<file path="src/shared/gptrc_regs.vh">
// Register map, field positions and reset values of the timer.
// Assumes a word-addressed register port of three address bits.
`ifndef GPTRC_REGS_VH
`define GPTRC_REGS_VH

`define GPTRC_ADDR_W 3
`define GPTRC_OFS_CTRL 3'h0
`define GPTRC_OFS_PRESC 3'h1
`define GPTRC_OFS_MATCH 3'h2
`define GPTRC_OFS_SNAP 3'h3
`define GPTRC_OFS_COUNT 3'h4
`define GPTRC_OFS_STAT 3'h5

`define GPTRC_CTRL_FREE 8
`define GPTRC_CTRL_CAP_HI 7
`define GPTRC_CTRL_CAP_LO 6
`define GPTRC_CTRL_TOGGLE 5
`define GPTRC_CTRL_IRQ_ENA 4
`define GPTRC_CTRL_SRC_HI 3
`define GPTRC_CTRL_SRC_LO 1
`define GPTRC_CTRL_ENABLE 0
`define GPTRC_CTRL_MASK 16'h01ff

`define GPTRC_STAT_CAPTURE 1
`define GPTRC_STAT_COMP 0

`define GPTRC_CAP_OFF 2'h0
`define GPTRC_CAP_RISE 2'h1
`define GPTRC_CAP_FALL 2'h2
`define GPTRC_CAP_BOTH 2'h3

`define GPTRC_SRC_STOP 3'h0
`define GPTRC_SRC_SYS 3'h1
`define GPTRC_SRC_SYS16 3'h2
`define GPTRC_SRC_PIN 3'h3

`define GPTRC_RST_CTRL 16'h0000
`define GPTRC_RST_PRESC 8'h00
`define GPTRC_RST_MATCH 16'hffff
`define GPTRC_SYS16_LAST 4'hf

`endif

</file>
<file path="src/logic/gptrc_timer.v">
// General-purpose 16-bit timer with prescaler, compare and capture.
// Assumes a simple register port, bus inputs synchronous to i_core_clk,
// and pin muxing and direction handled outside this block.
//
// How it works
// - Mode bit: restart at match or free-run
// - Capture edge: off, rising, falling, both
// - Output mode: low pulse or toggle
// - Compare output low pulse lasts one clock
// - Interrupt enable gates compare interrupt
// - Clock source: stop, sys, sys/16, pin, slow
// - Stop source holds counter unchanged
// - Enable bit, cleared at reset
// - Prescaler divides by value plus one
// - Compare event when count equals match
// - Match register resets to all ones
// - Capture latches count, holds until next
// - Events set capture and compare flags
// - Flag clears by zero write after read
// - Capture interrupt when enabled and requested
// - Counter readable without disturbing count
`timescale 1ns/10ps
`include "gptrc_regs.vh"

module gptrc_timer #(
  parameter CNT_W = 16,
  parameter PRE_W = 8
) (
  input wire i_core_clk,                      // System clock
  input wire i_rst,                           // Sync reset, active high
  input wire [`GPTRC_ADDR_W-1:0] i_addr,      // Register word address
  input wire [15:0] i_wdata,                  // Write data
  input wire i_wr,                            // Write strobe
  input wire i_rd,                            // Read strobe
  output reg [15:0] o_rdata,                  // Read data, cycle after strobe
  input wire i_timer_input_pin,               // Timer input pin level
  input wire i_low_rate_clock,                // Slow clock level
  output reg o_timer_output_pin,              // Timer output level
  output reg o_irq                            // Timer interrupt level
);

  reg [15:0] ctrl_q;
  reg [PRE_W-1:0] presc_q;
  reg [CNT_W-1:0] match_q;
  reg [CNT_W-1:0] snap_q;
  reg [CNT_W-1:0] count_q;
  reg [PRE_W-1:0] pre_cnt_q;
  reg [3:0] div16_q;
  reg cap_flag_q;
  reg comp_flag_q;
  reg cap_seen_q;
  reg comp_seen_q;
  wire pin_rise;
  wire pin_fall;
  wire slow_rise;

  wire free_run = ctrl_q[`GPTRC_CTRL_FREE];
  wire [1:0] cap_sel = ctrl_q[`GPTRC_CTRL_CAP_HI:`GPTRC_CTRL_CAP_LO];
  wire out_toggle = ctrl_q[`GPTRC_CTRL_TOGGLE];
  wire irq_en = ctrl_q[`GPTRC_CTRL_IRQ_ENA];
  wire [2:0] src_sel = ctrl_q[`GPTRC_CTRL_SRC_HI:`GPTRC_CTRL_SRC_LO];
  wire timer_on = ctrl_q[`GPTRC_CTRL_ENABLE];

  wire div16_wrap = (div16_q == `GPTRC_SYS16_LAST);

  wire wr_ctrl = i_wr && (i_addr == `GPTRC_OFS_CTRL);
  wire wr_presc = i_wr && (i_addr == `GPTRC_OFS_PRESC);
  wire wr_match = i_wr && (i_addr == `GPTRC_OFS_MATCH);
  wire wr_stat = i_wr && (i_addr == `GPTRC_OFS_STAT);
  wire rd_stat = i_rd && (i_addr == `GPTRC_OFS_STAT);

  reg src_edge;
  reg tick;
  reg comp_ev;
  reg cap_ev;
  reg [15:0] rd_mux;

  // Source edge selection
  always @* begin
    src_edge = 1'b0;
    case (src_sel)
      `GPTRC_SRC_STOP: src_edge = 1'b0;
      `GPTRC_SRC_SYS: src_edge = 1'b1;
      `GPTRC_SRC_SYS16: src_edge = div16_wrap;
      `GPTRC_SRC_PIN: src_edge = pin_rise;
      // Pin source counts rising edges; falling edges only capture
      default: src_edge = slow_rise;
    endcase
  end

  // Count tick, compare and capture events
  always @* begin
    // Compare only on a tick: the count sits on the match value a whole tick
    tick = timer_on && src_edge && (pre_cnt_q == presc_q);
    comp_ev = tick && (count_q == match_q);
    cap_ev = 1'b0;
    case (cap_sel)
      `GPTRC_CAP_RISE: cap_ev = timer_on && pin_rise;
      `GPTRC_CAP_FALL: cap_ev = timer_on && pin_fall;
      `GPTRC_CAP_BOTH: cap_ev = timer_on && (pin_rise || pin_fall);
      default: cap_ev = 1'b0;
    endcase
  end

  // Capture and pin clock edges, synchronised before use
  gptrc_sync_edge u_pin_sync (
    .i_core_clk(i_core_clk),
    .i_rst(i_rst),
    .i_level(i_timer_input_pin),
    .o_rise(pin_rise),
    .o_fall(pin_fall)
  );

  // Slow clock counts on rising edges only
  gptrc_sync_edge u_slow_sync (
    .i_core_clk(i_core_clk),
    .i_rst(i_rst),
    .i_level(i_low_rate_clock),
    .o_rise(slow_rise),
    .o_fall()
  );

  // Free-running divide by 16 of the system clock
  always @(posedge i_core_clk) begin
    if (i_rst) begin
      div16_q <= 4'h0;
    end else begin
      div16_q <= div16_q + 4'h1;
    end
  end

  // Control, prescaler and match registers
  // Snapshot, count and unmapped addresses ignore writes
  always @(posedge i_core_clk) begin
    if (i_rst) begin
      ctrl_q <= `GPTRC_RST_CTRL;
      presc_q <= `GPTRC_RST_PRESC;
      match_q <= `GPTRC_RST_MATCH;
    end else begin
      if (wr_ctrl) begin
        ctrl_q <= i_wdata & `GPTRC_CTRL_MASK;
      end
      if (wr_presc) begin
        presc_q <= i_wdata[PRE_W-1:0];
      end
      if (wr_match) begin
        match_q <= i_wdata[CNT_W-1:0];
      end
    end
  end

  // Prescaler: one tick per presc_q+1 source edges
  always @(posedge i_core_clk) begin
    if (i_rst) begin
      pre_cnt_q <= {PRE_W{1'b0}};
    end else if (wr_presc) begin
      // A new ratio restarts the divider, so a smaller one never waits for a wrap
      pre_cnt_q <= {PRE_W{1'b0}};
    end else if (timer_on && src_edge) begin
      if (pre_cnt_q == presc_q) begin
        pre_cnt_q <= {PRE_W{1'b0}};
      end else begin
        pre_cnt_q <= pre_cnt_q + {{(PRE_W-1){1'b0}}, 1'b1};
      end
    end
  end

  // Counter; holds when disabled or stopped
  // Restart beats the tick, so the count after a match is zero
  always @(posedge i_core_clk) begin
    if (i_rst) begin
      count_q <= {CNT_W{1'b0}};
    end else if (comp_ev && !free_run) begin
      count_q <= {CNT_W{1'b0}};
    end else if (tick) begin
      count_q <= count_q + {{(CNT_W-1){1'b0}}, 1'b1};
    end
  end

  // Capture snapshot
  always @(posedge i_core_clk) begin
    if (i_rst) begin
      snap_q <= {CNT_W{1'b0}};
    end else if (cap_ev) begin
      snap_q <= count_q;
    end
  end

  // Status flags; a new event beats a clear in the same cycle
  always @(posedge i_core_clk) begin
    if (i_rst) begin
      cap_flag_q <= 1'b0;
      comp_flag_q <= 1'b0;
      cap_seen_q <= 1'b0;
      comp_seen_q <= 1'b0;
    end else begin
      if (cap_ev) begin
        cap_flag_q <= 1'b1;
      end else if (wr_stat && !i_wdata[`GPTRC_STAT_CAPTURE] && cap_seen_q) begin
        cap_flag_q <= 1'b0;
      end
      if (comp_ev) begin
        comp_flag_q <= 1'b1;
      end else if (wr_stat && !i_wdata[`GPTRC_STAT_COMP] && comp_seen_q) begin
        comp_flag_q <= 1'b0;
      end
      // Read arms the clear only for bits seen as one
      // A status write without a status read in the same cycle disarms both, so a stale read cannot clear later
      if (rd_stat) begin
        cap_seen_q <= cap_flag_q;
        comp_seen_q <= comp_flag_q;
      end else if (wr_stat) begin
        cap_seen_q <= 1'b0;
        comp_seen_q <= 1'b0;
      end
    end
  end

  // Output pin: low for one clock, or a toggle, per compare event
  // Idles high because the pulse is active low
  always @(posedge i_core_clk) begin
    if (i_rst) begin
      o_timer_output_pin <= 1'b1;
    end else if (comp_ev) begin
      o_timer_output_pin <= out_toggle ? ~o_timer_output_pin : 1'b0;
    end else if (!out_toggle) begin
      o_timer_output_pin <= 1'b1;
    end
  end

  // Interrupt follows held flags so it stays until cleared
  always @(posedge i_core_clk) begin
    if (i_rst) begin
      o_irq <= 1'b0;
    end else begin
      o_irq <= irq_en && (comp_flag_q || (cap_flag_q && (cap_sel != `GPTRC_CAP_OFF)));
    end
  end

  // Read mux; unused bits and unmapped addresses read zero
  always @* begin
    rd_mux = 16'h0000;
    case (i_addr)
      `GPTRC_OFS_CTRL: rd_mux = ctrl_q;
      `GPTRC_OFS_PRESC: rd_mux[PRE_W-1:0] = presc_q;
      `GPTRC_OFS_MATCH: rd_mux[CNT_W-1:0] = match_q;
      `GPTRC_OFS_SNAP: rd_mux[CNT_W-1:0] = snap_q;
      `GPTRC_OFS_COUNT: rd_mux[CNT_W-1:0] = count_q;
      `GPTRC_OFS_STAT: rd_mux = {14'h0000, cap_flag_q, comp_flag_q};
      default: rd_mux = 16'h0000;
    endcase
  end

  // Read data stands one cycle and is zero otherwise
  always @(posedge i_core_clk) begin
    if (i_rst) begin
      o_rdata <= 16'h0000;
    end else if (i_rd) begin
      o_rdata <= rd_mux;
    end else begin
      o_rdata <= 16'h0000;
    end
  end

endmodule

// Two-flop synchroniser plus one history flop, giving one-cycle edge strobes.
// Only the second and third stages are read outside the chain, so metastability stays in stage one.
module gptrc_sync_edge (
  input wire i_core_clk, // System clock
  input wire i_rst, // Sync reset, active high
  input wire i_level, // Level from outside the clock domain
  output wire o_rise, // Rising edge, one cycle
  output wire o_fall // Falling edge, one cycle
);

  reg meta_q;
  reg sync_q;
  reg hist_q;

  // Resets low; a pin idling high shows one rise after reset
  always @(posedge i_core_clk) begin
    if (i_rst) begin
      meta_q <= 1'b0;
      sync_q <= 1'b0;
      hist_q <= 1'b0;
    end else begin
      meta_q <= i_level;
      sync_q <= meta_q;
      hist_q <= sync_q;
    end
  end

  assign o_rise = sync_q & ~hist_q;
  assign o_fall = ~sync_q & hist_q;

endmodule

</file>
<file path="config.mk">
export PLATFORM = sky130hd
export DESIGN_NAME = gptrc_timer
export DESIGN_NICKNAME = d
export VERILOG_FILES = /design/src/logic/gptrc_timer.v
export VERILOG_INCLUDE_DIRS = /design/src /design/src/shared
export SDC_FILE = /design/constraint.sdc
export NUM_CORES = 1
export LEC_CHECK = 0
export ABC_CLOCK_PERIOD_IN_PS = 3300
export BUFFER_PORTS_ARGS = -buffer_cell sky130_fd_sc_hd__buf_2
export CORE_AREA = 2 2 142 144
export CTS_CLUSTER_SIZE = 20
export DETAILED_ROUTE_END_ITERATION = 7
export DIE_AREA = 0 0 144 146
export PLACE_DENSITY = 0.37
export SYNTH_ARGS = -nofsm -noshare
export SYNTH_HDL_FRONTEND = slang
export SYNTH_SLANG_ARGS = --single-unit
</file>
<file path="constraint.sdc">
create_clock -name i_core_clk -period 3.3 [get_ports i_core_clk]
set_clock_uncertainty 0.2 [all_clocks]
set_input_delay 0 -clock i_core_clk [delete_from_list [all_inputs] [get_ports i_core_clk]]
set_output_delay 0 -clock i_core_clk [all_outputs]
set_load 0.02 [all_outputs]
</file>
# [After elaboration in Yosys (flattened, before gate mapping)]
# Index checks and enable logic that the tools add are counted.
[word_totals] register_bits=105 latch_bits=0 ram_bits=0 rom_bits=0 inputBits=25 output_inout_bits=18 wordCells=93 memories=0
[classes] addsub=3 n_mul=0 div=0 n_lt_le_gt_ge=0 eq_ne=15 n_shift=0 muxes=15 bitwise=8 reduce_logical=32
[ops] op="8-bit case mux with 6 select lines" n=1
[ops] op="8-bit case mux with 4 select lines" n=1
[ops] op="1-bit logical AND" n=18
[ops] op="16-bit by 1-bit adder with 16-bit output, second input constant" n=1
[ops] op="16-bit == test" n=1
[ops] op="3-bit by 2-bit == test with 1-bit output, second input constant" n=4
[ops] op="1-bit two-way mux" n=10
[ops] op="8-bit by 1-bit adder with 8-bit output, second input constant" n=1
[ops] op="8-bit == test" n=1
[ops] op="8-bit two-way mux" n=1
[ops] op="2-bit nonzero test" n=4
[ops] op="3-bit by 1-bit == test with 1-bit output, second input constant" n=2
[ops] op="3-bit == test, second input constant" n=2
[ops] op="3-bit zero test" n=2
[ops] op="2-bit OR reduction" n=3
[ops] op="1-bit NOT" n=5
[ops] op="4-bit by 1-bit adder with 4-bit output, second input constant" n=1
[ops] op="2-bit == test, second input constant" n=2
[ops] op="4-bit == test, second input constant" n=1
[ops] op="1-bit case mux with 4 select lines" n=1
[ops] op="1-bit bitwise AND" n=3
[ops] op="1-bit zero test" n=3
[ops] op="1-bit case mux with 3 select lines" n=1
[ops] op="2-bit by 1-bit == test with 1-bit output, second input constant" n=1
[ops] op="other kinds (2)" n=3

# [Longest topological paths before layout]
# Gate-level depths: netlist (run 1).
[logic_depth] depth_word=8 depth_mapped=9 depth_no_buf=7

# [Modules after synthesis]
# From an unflattened synthesis (run 1), not the netlist that was laid out.
[hier_totals] hier_cells=525 hier_area_um2=4748.3
[modules_own_cells] mod="gptrc_timer" n_inst=1 cells_per_inst=509 area_per_inst_um2=4565.6 seq_area_each_um2=1981.9
[modules_own_cells] mod="gptrc_sync_edge" n_inst=2 cells_per_inst=8 area_per_inst_um2=91.3 seq_area_each_um2=60.1

# [Least setup slack after synthesis (run 1)]
# No wires, ideal clock.
[synth_timing] kind="register to register" startpoint="register u_pin_sync.hist_q" endpoint="register count_q[7]" setup_time_ns=0.116 arrival_ns=1.820 required_time_ns=2.984 setup_slack_ns=1.165 stages_incl_launch_ff=9 path_buffers=1 synth_period_minus_slack_ns=2.135 path_cell_list="dfxtp_1 -> inv_1 -> ha_1 -> and4bb_1 -> nor2b_2 -> nand2_2 -> o41ai_4 -> buf_6 -> nor2_2"
[synth_between] elab_chain_len=8
[synth_lines] item="from (decl)" line="gptrc_timer.v:279" rtl="reg hist_q;"
[synth_lines] item="from (signal assigned)" line="gptrc_timer.v:290" rtl="hist_q <= sync_q;"
[synth_lines] item="1-bit NOT *" line="gptrc_timer.v:294" rtl="assign o_rise = sync_q & ~hist_q;"
[synth_lines] item="1-bit bitwise AND *" line="gptrc_timer.v:294"
[synth_lines] item="1-bit case mux with 4 select lines *" line="gptrc_timer.v:81" rtl="case (src_sel)"
[synth_lines] item="1-bit logical AND * (2 in a row)" line="gptrc_timer.v:94" rtl="tick = timer_on && src_edge && (pre_cnt_q == presc_q);"
[synth_lines] item="1-bit logical AND" line="gptrc_timer.v:95" rtl="comp_ev = tick && (count_q == match_q);"
[synth_lines] item="1-bit logical AND" line="gptrc_timer.v:173" rtl="end else if (comp_ev && !free_run) begin"
[synth_lines] item="2-bit OR reduction (no source line)"
[synth_lines] item="to (signal assigned)" line="gptrc_timer.v:172" rtl="count_q <= {CNT_W{1'b0}};"
[synth_lines] item="to (signal assigned)" line="gptrc_timer.v:174" rtl="count_q <= {CNT_W{1'b0}};"
[synth_lines] item="to (signal assigned)" line="gptrc_timer.v:176" rtl="count_q <= count_q + {{(CNT_W-1){1'b0}}, 1'b1};"
[synth_lines] item="to (decl)" line="gptrc_timer.v:46" rtl="reg [CNT_W-1:0] count_q;"
# Mark *: on every way between the ends. The rest lies on a longest branch, timed or not.
# A chain may end at the register's enable or synchronous reset.

# [Worst setup path in the final report (run 1)]
[layout_timing] startpoint="input port i_addr[2]" endpoint="register match_q[13]"
[layout_between] elab_chain_len=2
[layout_lines] item="from (decl)" line="gptrc_timer.v:31" rtl="input wire [`GPTRC_ADDR_W-1:0] i_addr,"
[layout_lines] item="3-bit by 2-bit == test with 1-bit output"
[layout_lines] item="1-bit logical AND" line="gptrc_timer.v:68" rtl="wire wr_match = i_wr && (i_addr == `GPTRC_OFS_MATCH);"
[layout_lines] item="to (signal assigned)" line="gptrc_timer.v:138" rtl="match_q <= `GPTRC_RST_MATCH;"
[layout_lines] item="to (signal assigned)" line="gptrc_timer.v:147" rtl="match_q <= i_wdata[CNT_W-1:0];"
[layout_lines] item="to (decl)" line="gptrc_timer.v:44" rtl="reg [CNT_W-1:0] match_q;"
# Every way passes these cells.

==> flow_metrics.env, run 1 <==
export IMPL_status="finished, final reports clean"
export IMPL_synth_top_family_by_area="simple AND/OR/NAND/NOR gates"
export IMPL_pre_cts_ws_ps=773
export IMPL_cp_end_kind="flop"
export IMPL_total_leakage_power_nw=2.14
export IMPL_setup_ws_ps=477
export IMPL_multiInputGateArea_um2=2520
export IMPL_yosys_area_share_adder_pct=1.30
export IMPL_rsz0062_at_grt="false"
export IMPL_grt_usage_pct=14.6
export IMPL_syn_area_um2=4800
export IMPL_grt_max_degree=50
export IMPL_ys_flop_type="dfxtp_1"
export IMPL_synth_edf_count=0
export IMPL_syn_nets=548
export IMPL_dpl_hpwl_mm=10.6
export IMPL_ctsResizeCount=0
export IMPL_tightest_slew_ps=1010
export IMPL_fin_crit_sh_pct=85.5
export IMPL_cp_data_required_time_ps=3350
export IMPL_muxShareOfSynthArea_pct=13.8
export IMPL_maxCapViolCount=0
export IMPL_antenna_found_initial=0
export IMPL_vdd_ir_drop_worst_v=0.000256
export IMPL_fin_cells=852
export IMPL_worst_hold_path_type="in -> reg"
export IMPL_ys_ff_latch=105
export IMPL_fin_area_um2=5910
export IMPL_yosysTopAreaCellShare_pct=43.8
export IMPL_drc_errors=0
export IMPL_synth_compound_area_share_pct=10.6
export IMPL_relSlewSlack_pct=32.4
export IMPL_synthXorXnorAreaFrac_pct=6.39
export IMPL_placed_cell_area_um2=5270
export IMPL_dieHeight_um=146
export IMPL_htree_levels=3
export IMPL_cts_root_buf="clkbuf_16"
export IMPL_routed_via_density=4.57
export IMPL_path_max_fanout=16
export IMPL_final_antenna_net_count=0
export IMPL_yosysWarnings=0
export IMPL_start_util_pct=24.8
export IMPL_drt_wl_total_mm=14.8
export IMPL_vias=3896
export IMPL_cts_sinks=105
export IMPL_diodes=0
export IMPL_power_density_nw_per_um2=451
export IMPL_async_reset_ff_share_pct=0
export IMPL_ys_types=51
export IMPL_drive_above_1_share_pct=16.2
export IMPL_cts_tree="done"
export IMPL_syn_area_per_cell_um2=9.26
export IMPL_cp_start_kind="input pin"
export IMPL_port_buffers=42
export IMPL_seq_area_frac_synth_pct=43.8
export IMPL_finalSetupViolCount=0
export IMPL_grt_pass1_wl_mm=23.0
export IMPL_place_inst=804
export IMPL_yosys_top_cells_area="dfxtp_1 44%, mux2i_1 11%, xor2_1 5.1%, nor2_1 4.9%, nand2_1 4.5%"
export IMPL_layout_nets=612
export IMPL_crit_arrival_ps=2870
export IMPL_clock_path_buffers=2
export IMPL_first_pass_iters=4
export IMPL_drv_slew=0
export IMPL_synthSimpleGateAreaFrac_pct=20.3
export IMPL_layout_min_cycle_time_ps=2820
export IMPL_netlist_instances=518
export IMPL_finalPower_mw=2.67
export IMPL_coreArea_um2=19300
export IMPL_grt_pass1_vias=3861
export IMPL_drtIter0Drc=227
export IMPL_clk_pin_slew_ps=70
export IMPL_finalHoldViolCount=0
export IMPL_synth_top_area_cell="dfxtp_1"
export IMPL_place_gp_congestion=0.781
export IMPL_area_growth_pct=23.2
export IMPL_tns_ps=0
export IMPL_gr_total_overflow=0
export IMPL_cts_buffers=9
export IMPL_crit_type="in -> reg"
export IMPL_die_w_um=144
export IMPL_rows=51
export IMPL_dieArea_um2=21000
export IMPL_insertion_delay_ps=360
export IMPL_seq_area_um2=2100
export IMPL_timing_fmax_mhz=354
export IMPL_ios=43
export IMPL_n_fill_cell=2066
export IMPL_routedWlPerCell_um=17.4
-- final cells by class --
type,instances,area share [%]
clock buffers,9,3.81
clock inverters,7,1.59
inverters,11,0.699
multi-input cells,373,42.7
flip-flops and latches,105,35.6
well taps,265,5.61
repair buffers,82,9.99
-- layout by cell type, fill, tap and decap left out, types with 3 or more instances in the layout --
master / count
dfxtp_1: 105
nor2_1: 63
nand2_1: 57
mux2i_1: 55
buf_2: 42
a21oi_1: 34
dlygate4sd3_1: 32
xor2_1: 28
nand3_1: 13
or3_1: 11
o21ai_0: 11
inv_1: 10
clkbuf_16: 9
nand4_1: 8
a21oi_2: 8
nor2b_1: 8
buf_4: 8
nor4_1: 7
xnor2_1: 7
o31ai_1: 5
or4_1: 5
ha_1: 5
mux4_2: 4
nand2b_1: 3
o211ai_1: 3
a22oi_1: 3
o22a_1: 3
-- Yosys cell counts (all sizes together), types with 2 or more instances --
master  number
or4          5
clkbuf      16
a21o         2
nand4       10
buf         13
xnor2        7
mux4         4
or3         11
mux2         2
and4         2
nor2        65
a21oi       42
nor4         9
nand3       13
mux2i       55
xor2        28
o21ai       11
o31ai        5
o22a         3
inv         11
nor3b        2
dfxtp      105
nor3         2
o211ai       3
nor2b        9
nand2       58
ha           5
a22oi        4
nand2b       3
-- through the flow --
step | utilization, % | hold slack, ps
after floorplan | - | -71.8
after global placement | 27.3 | 14.2
after detailed placement | 27.3 | 15.4
after CTS | 30.6 | 96.2
after global routing | 30.6 | 142
final | 30.6 | 112
-- final timing paths --
path | startpoint | to | slack, ps | cells past startpoint
min | i_addr[0] | comp_seen_q | 110 | 3
min reg2reg | u_slow_sync.meta_q | u_slow_sync.sync_q | 240 | 1
max | i_addr[2] | match_q[13] | 480 | 9
max reg2reg | div16_q[0] | count_q[10] | 740 | 6
-- report_power, final --
part	internal, mW	leakage (nW)	switching, mW
logic	0.0817	1.14	0.114
clock network	0.665	0.152	0.507
registers	1.28	0.850	0.0151
total	2.03	2.14	0.637
-- cells by family (layout without fill, tap and decap cells) --
logic type | after synthesis | count (layout)
muxes | 61 | 61
DFF | 105 | 105
adders and majority gates | 5 | 5
buffers and inverters | 40 | 109
xor gates and xnor gates | 35 | 35
and+or+nand+nor | 195 | 195
AOI/OAI and AO/OA | 77 | 77
-- what timing repair did --
item                       in CTS  in global routing
setup endpoints to repair       0                  0
buffers inserted                0                  0
hold buffers                   32                  0
hold endpoints to repair       44                  0
-- per-layer routing --
metal  GRT usage [%]  wire [um]  up-vias
li1                -          -     1930
met1            21.6       7450     1879
met2            21.2       6390       72
met3            3.09        724       15
met4            4.36        261        0
met5               0          0        -
-- sequential cells by signal (all words and copies together) (netlist names), 4 cells and up --
signal / cells
div16_q: 4
presc_q: 8
count_q: 16
ctrl_q: 9
snap_q: 16
o_rdata: 16
pre_cnt_q: 8
match_q: 16
-- worst max-delay path, cell delays in order --
cell and delay, ps:
dlygate4sd3_1 530, buf_2 200, inv_1 320, nand2_1 330, nor3b_2 250, buf_4 360
mux2i_1 230, nand2_1 60, dlygate4sd3_1 570
Note: power is estimated with default switching activity, not from simulation.
==> run 2, diff against run 1 <==
--- a/config.mk
+++ b/config.mk
@@ -13,6 +13,7 @@
 export DETAILED_ROUTE_END_ITERATION = 7
 export DIE_AREA = 0 0 144 146
 export PLACE_DENSITY = 0.37
+export RECOVER_POWER = 50
 export SYNTH_ARGS = -nofsm -noshare
 export SYNTH_HDL_FRONTEND = slang
 export SYNTH_SLANG_ARGS = --single-unit
==> run 2 against run 1 <==
Compared with the run above:
- the run now ends with max-capacitance violations, max-slew violations left
- fmax is 0.59% lower
- first-iteration DRC count decreased by 2.6%
- non-clock buffer count is the same
- design area fell by 0.57%
- global-route usage is the same
- cell count did not move
- clock-buffer cell count unchanged
- routed wire length is 0.26% higher
- via count is 0.26% higher
- sequential cell count stayed put
- total power is essentially flat
- largest power group unchanged
- highest routed layer unchanged
==> flow_metrics.env, run 2 (synthesis gave the netlist of run 1 again) <==
export IMPL_critPathMaxStageDelay_ps=1150
export IMPL_drc_errors=0
export IMPL_tns_ps=0
export IMPL_cts_sinks=105
export IMPL_crit_arrival_ps=2840
export IMPL_grt_pass1_wl_mm=23.0
export IMPL_cp_cell_sequence="inv_1, ha_1, nand2_1, o211ai_1, a21boi_2, clkbuf_1, mux2i_1, nor2_1"
export IMPL_power_density_nw_per_um2=454
export IMPL_drive_above_1_share_pct=12.6
export IMPL_cp_data_required_time_ps=3300
export IMPL_holdPathEnd="comp_seen_q"
export IMPL_cts_buffers=9
export IMPL_layout_min_cycle_time_ps=2840
export IMPL_first_pass_iters=4
export IMPL_place_gp_congestion=0.781
export IMPL_fin_cells=852
export IMPL_n_fill_cell=2075
export IMPL_grt_usage_pct=14.6
export IMPL_final_common_cell="dfxtp_1"
export IMPL_timing_fmax_mhz=352
export IMPL_htree_levels=3
export IMPL_reg2reg_depth=8
export IMPL_coreArea_um2=19300
export IMPL_die_w_um=144
export IMPL_reg2reg_to="snap_q[1]"
export IMPL_total_leakage_power_nw=2.05
export IMPL_final_antenna_net_count=0
export IMPL_gr_total_overflow=0
export IMPL_area_growth_pct=22.5
export IMPL_clock_path_buffers=2
export IMPL_regToRegSetupSlack_ps=460
export IMPL_antenna_found_initial=0
export IMPL_cts_root_buf="clkbuf_16"
export IMPL_layout_nets=612
export IMPL_maxCapViolCount=1
export IMPL_dieArea_um2=21000
export IMPL_pre_cts_ws_ps=773
export IMPL_routedWlPerCell_um=17.4
export IMPL_drt_wl_total_mm=14.9
export IMPL_dpl_hpwl_mm=10.6
export IMPL_finalSetupViolCount=0
export IMPL_diodes=0
export IMPL_vias=3906
export IMPL_vdd_ir_drop_worst_v=0.000255
export IMPL_worstHoldStart="i_addr[0]"
export IMPL_grt_max_degree=50
export IMPL_port_buffers=42
export IMPL_relSlewSlack_pct=-5.48
export IMPL_drv_slew=18
export IMPL_cp_slowest_cell="clkbuf_1"
export IMPL_dieHeight_um=146
export IMPL_violations="max-capacitance violations, max-slew violations"
export IMPL_place_inst=804
export IMPL_routed_via_density=4.58
export IMPL_finalHoldViolCount=0
export IMPL_worst_hold_path_type="in -> reg"
export IMPL_cts_tree="done"
export IMPL_ctsHoldBuffers=32
export IMPL_hold_ws_ps=112
export IMPL_rsz0062_at_grt="false"
export IMPL_ctsResizeCount=0
export IMPL_clk_pin_slew_ps=70
export IMPL_rows=51
export IMPL_cp_end_kind="flop"
export IMPL_start_util_pct=24.8
export IMPL_grt_pass1_vias=3861
export IMPL_r2r_start="u_pin_sync.hist_q"
export IMPL_path_max_fanout=17
export IMPL_fin_crit_sh_pct=86.1
export IMPL_crit_type="reg -> reg"
export IMPL_whs_path_depth=3
export IMPL_drtIter0Drc=221
export IMPL_tightest_slew_ps=1580
export IMPL_insertion_delay_ps=360
export IMPL_ios=43
export IMPL_final_cell_mix="105 x dfxtp_1, 63 x nor2_1, 57 x nand2_1"
export IMPL_status="complete, but fails checks"
export IMPL_postCtsSetupBuffers=0
export IMPL_cp_start_kind="flop"
export IMPL_setup_ws_ps=460
[run 2: cell types whose count changed in the layout (fill, tap and decap cells not counted), sizes merged]
cell | previous run | this run
buf | 50 | 28
clkbuf | 9 | 31
[run 2: power by group]
group          switching [mW]  total [mW]  internal (mW)
logic                   0.114       0.194         0.0799
registers              0.0154        1.30           1.28
clock network           0.510        1.18          0.666
[run 2: worst max-delay path by stage]
stage,from,to,slack (ps),cells after the start
2_1_floorplan,u_pin_sync.hist_q,count_q[7],1160,8
3_3_place_gp,presc_q[2],count_q[10],800,5
3_5_place_dp,div16_q[0],count_q[6],770,6
4_1_cts,i_addr[2],match_q[5],460,9
5_1_grt,i_addr[2],match_q[14],270,9
6_report,u_pin_sync.hist_q,snap_q[1],460,8
[run 2: cell type report]
type / count / area (um2) / area share [%]
multi-input combinational: 373 / 2520 / 43.0
sequential: 105 / 2100 / 35.8
timing repair buffer: 82 / 557 / 9.48
tap: 265 / 332 / 5.64
clock buffer: 9 / 225 / 3.83
clock inverter: 7 / 93.8 / 1.60
inverter: 11 / 41.3 / 0.703
[run 2: worst max-delay path: cells and delay by family, from the launching register on]
family,cells,cell delay (ps)
compound gates,2,240
fa+ha+maj,1,280
buf+inv,2,1190
flops,1,330
mux,1,300
simple gates,2,120
[run 2: stage by stage]
step	instance area (um2)	utilization, %	power, mW
after floorplan	4800	-	1.43
after global placement	5270	27.3	1.50
after CTS	5910	30.6	2.71
after detailed placement	5270	27.3	1.50
after global routing	5880	30.4	2.78
final	5880	30.4	2.67
[run 2: per-layer routing]
metal	wire, um	track usage [%]	vias up	share of wire [%]
met2	6390	21.2	79	43
met5	0	0	-	0
met1	7660	21.6	1882	51
li1	-	-	1930	-
met4	261	4.36	0	1.8
met3	559	3.09	15	3.8
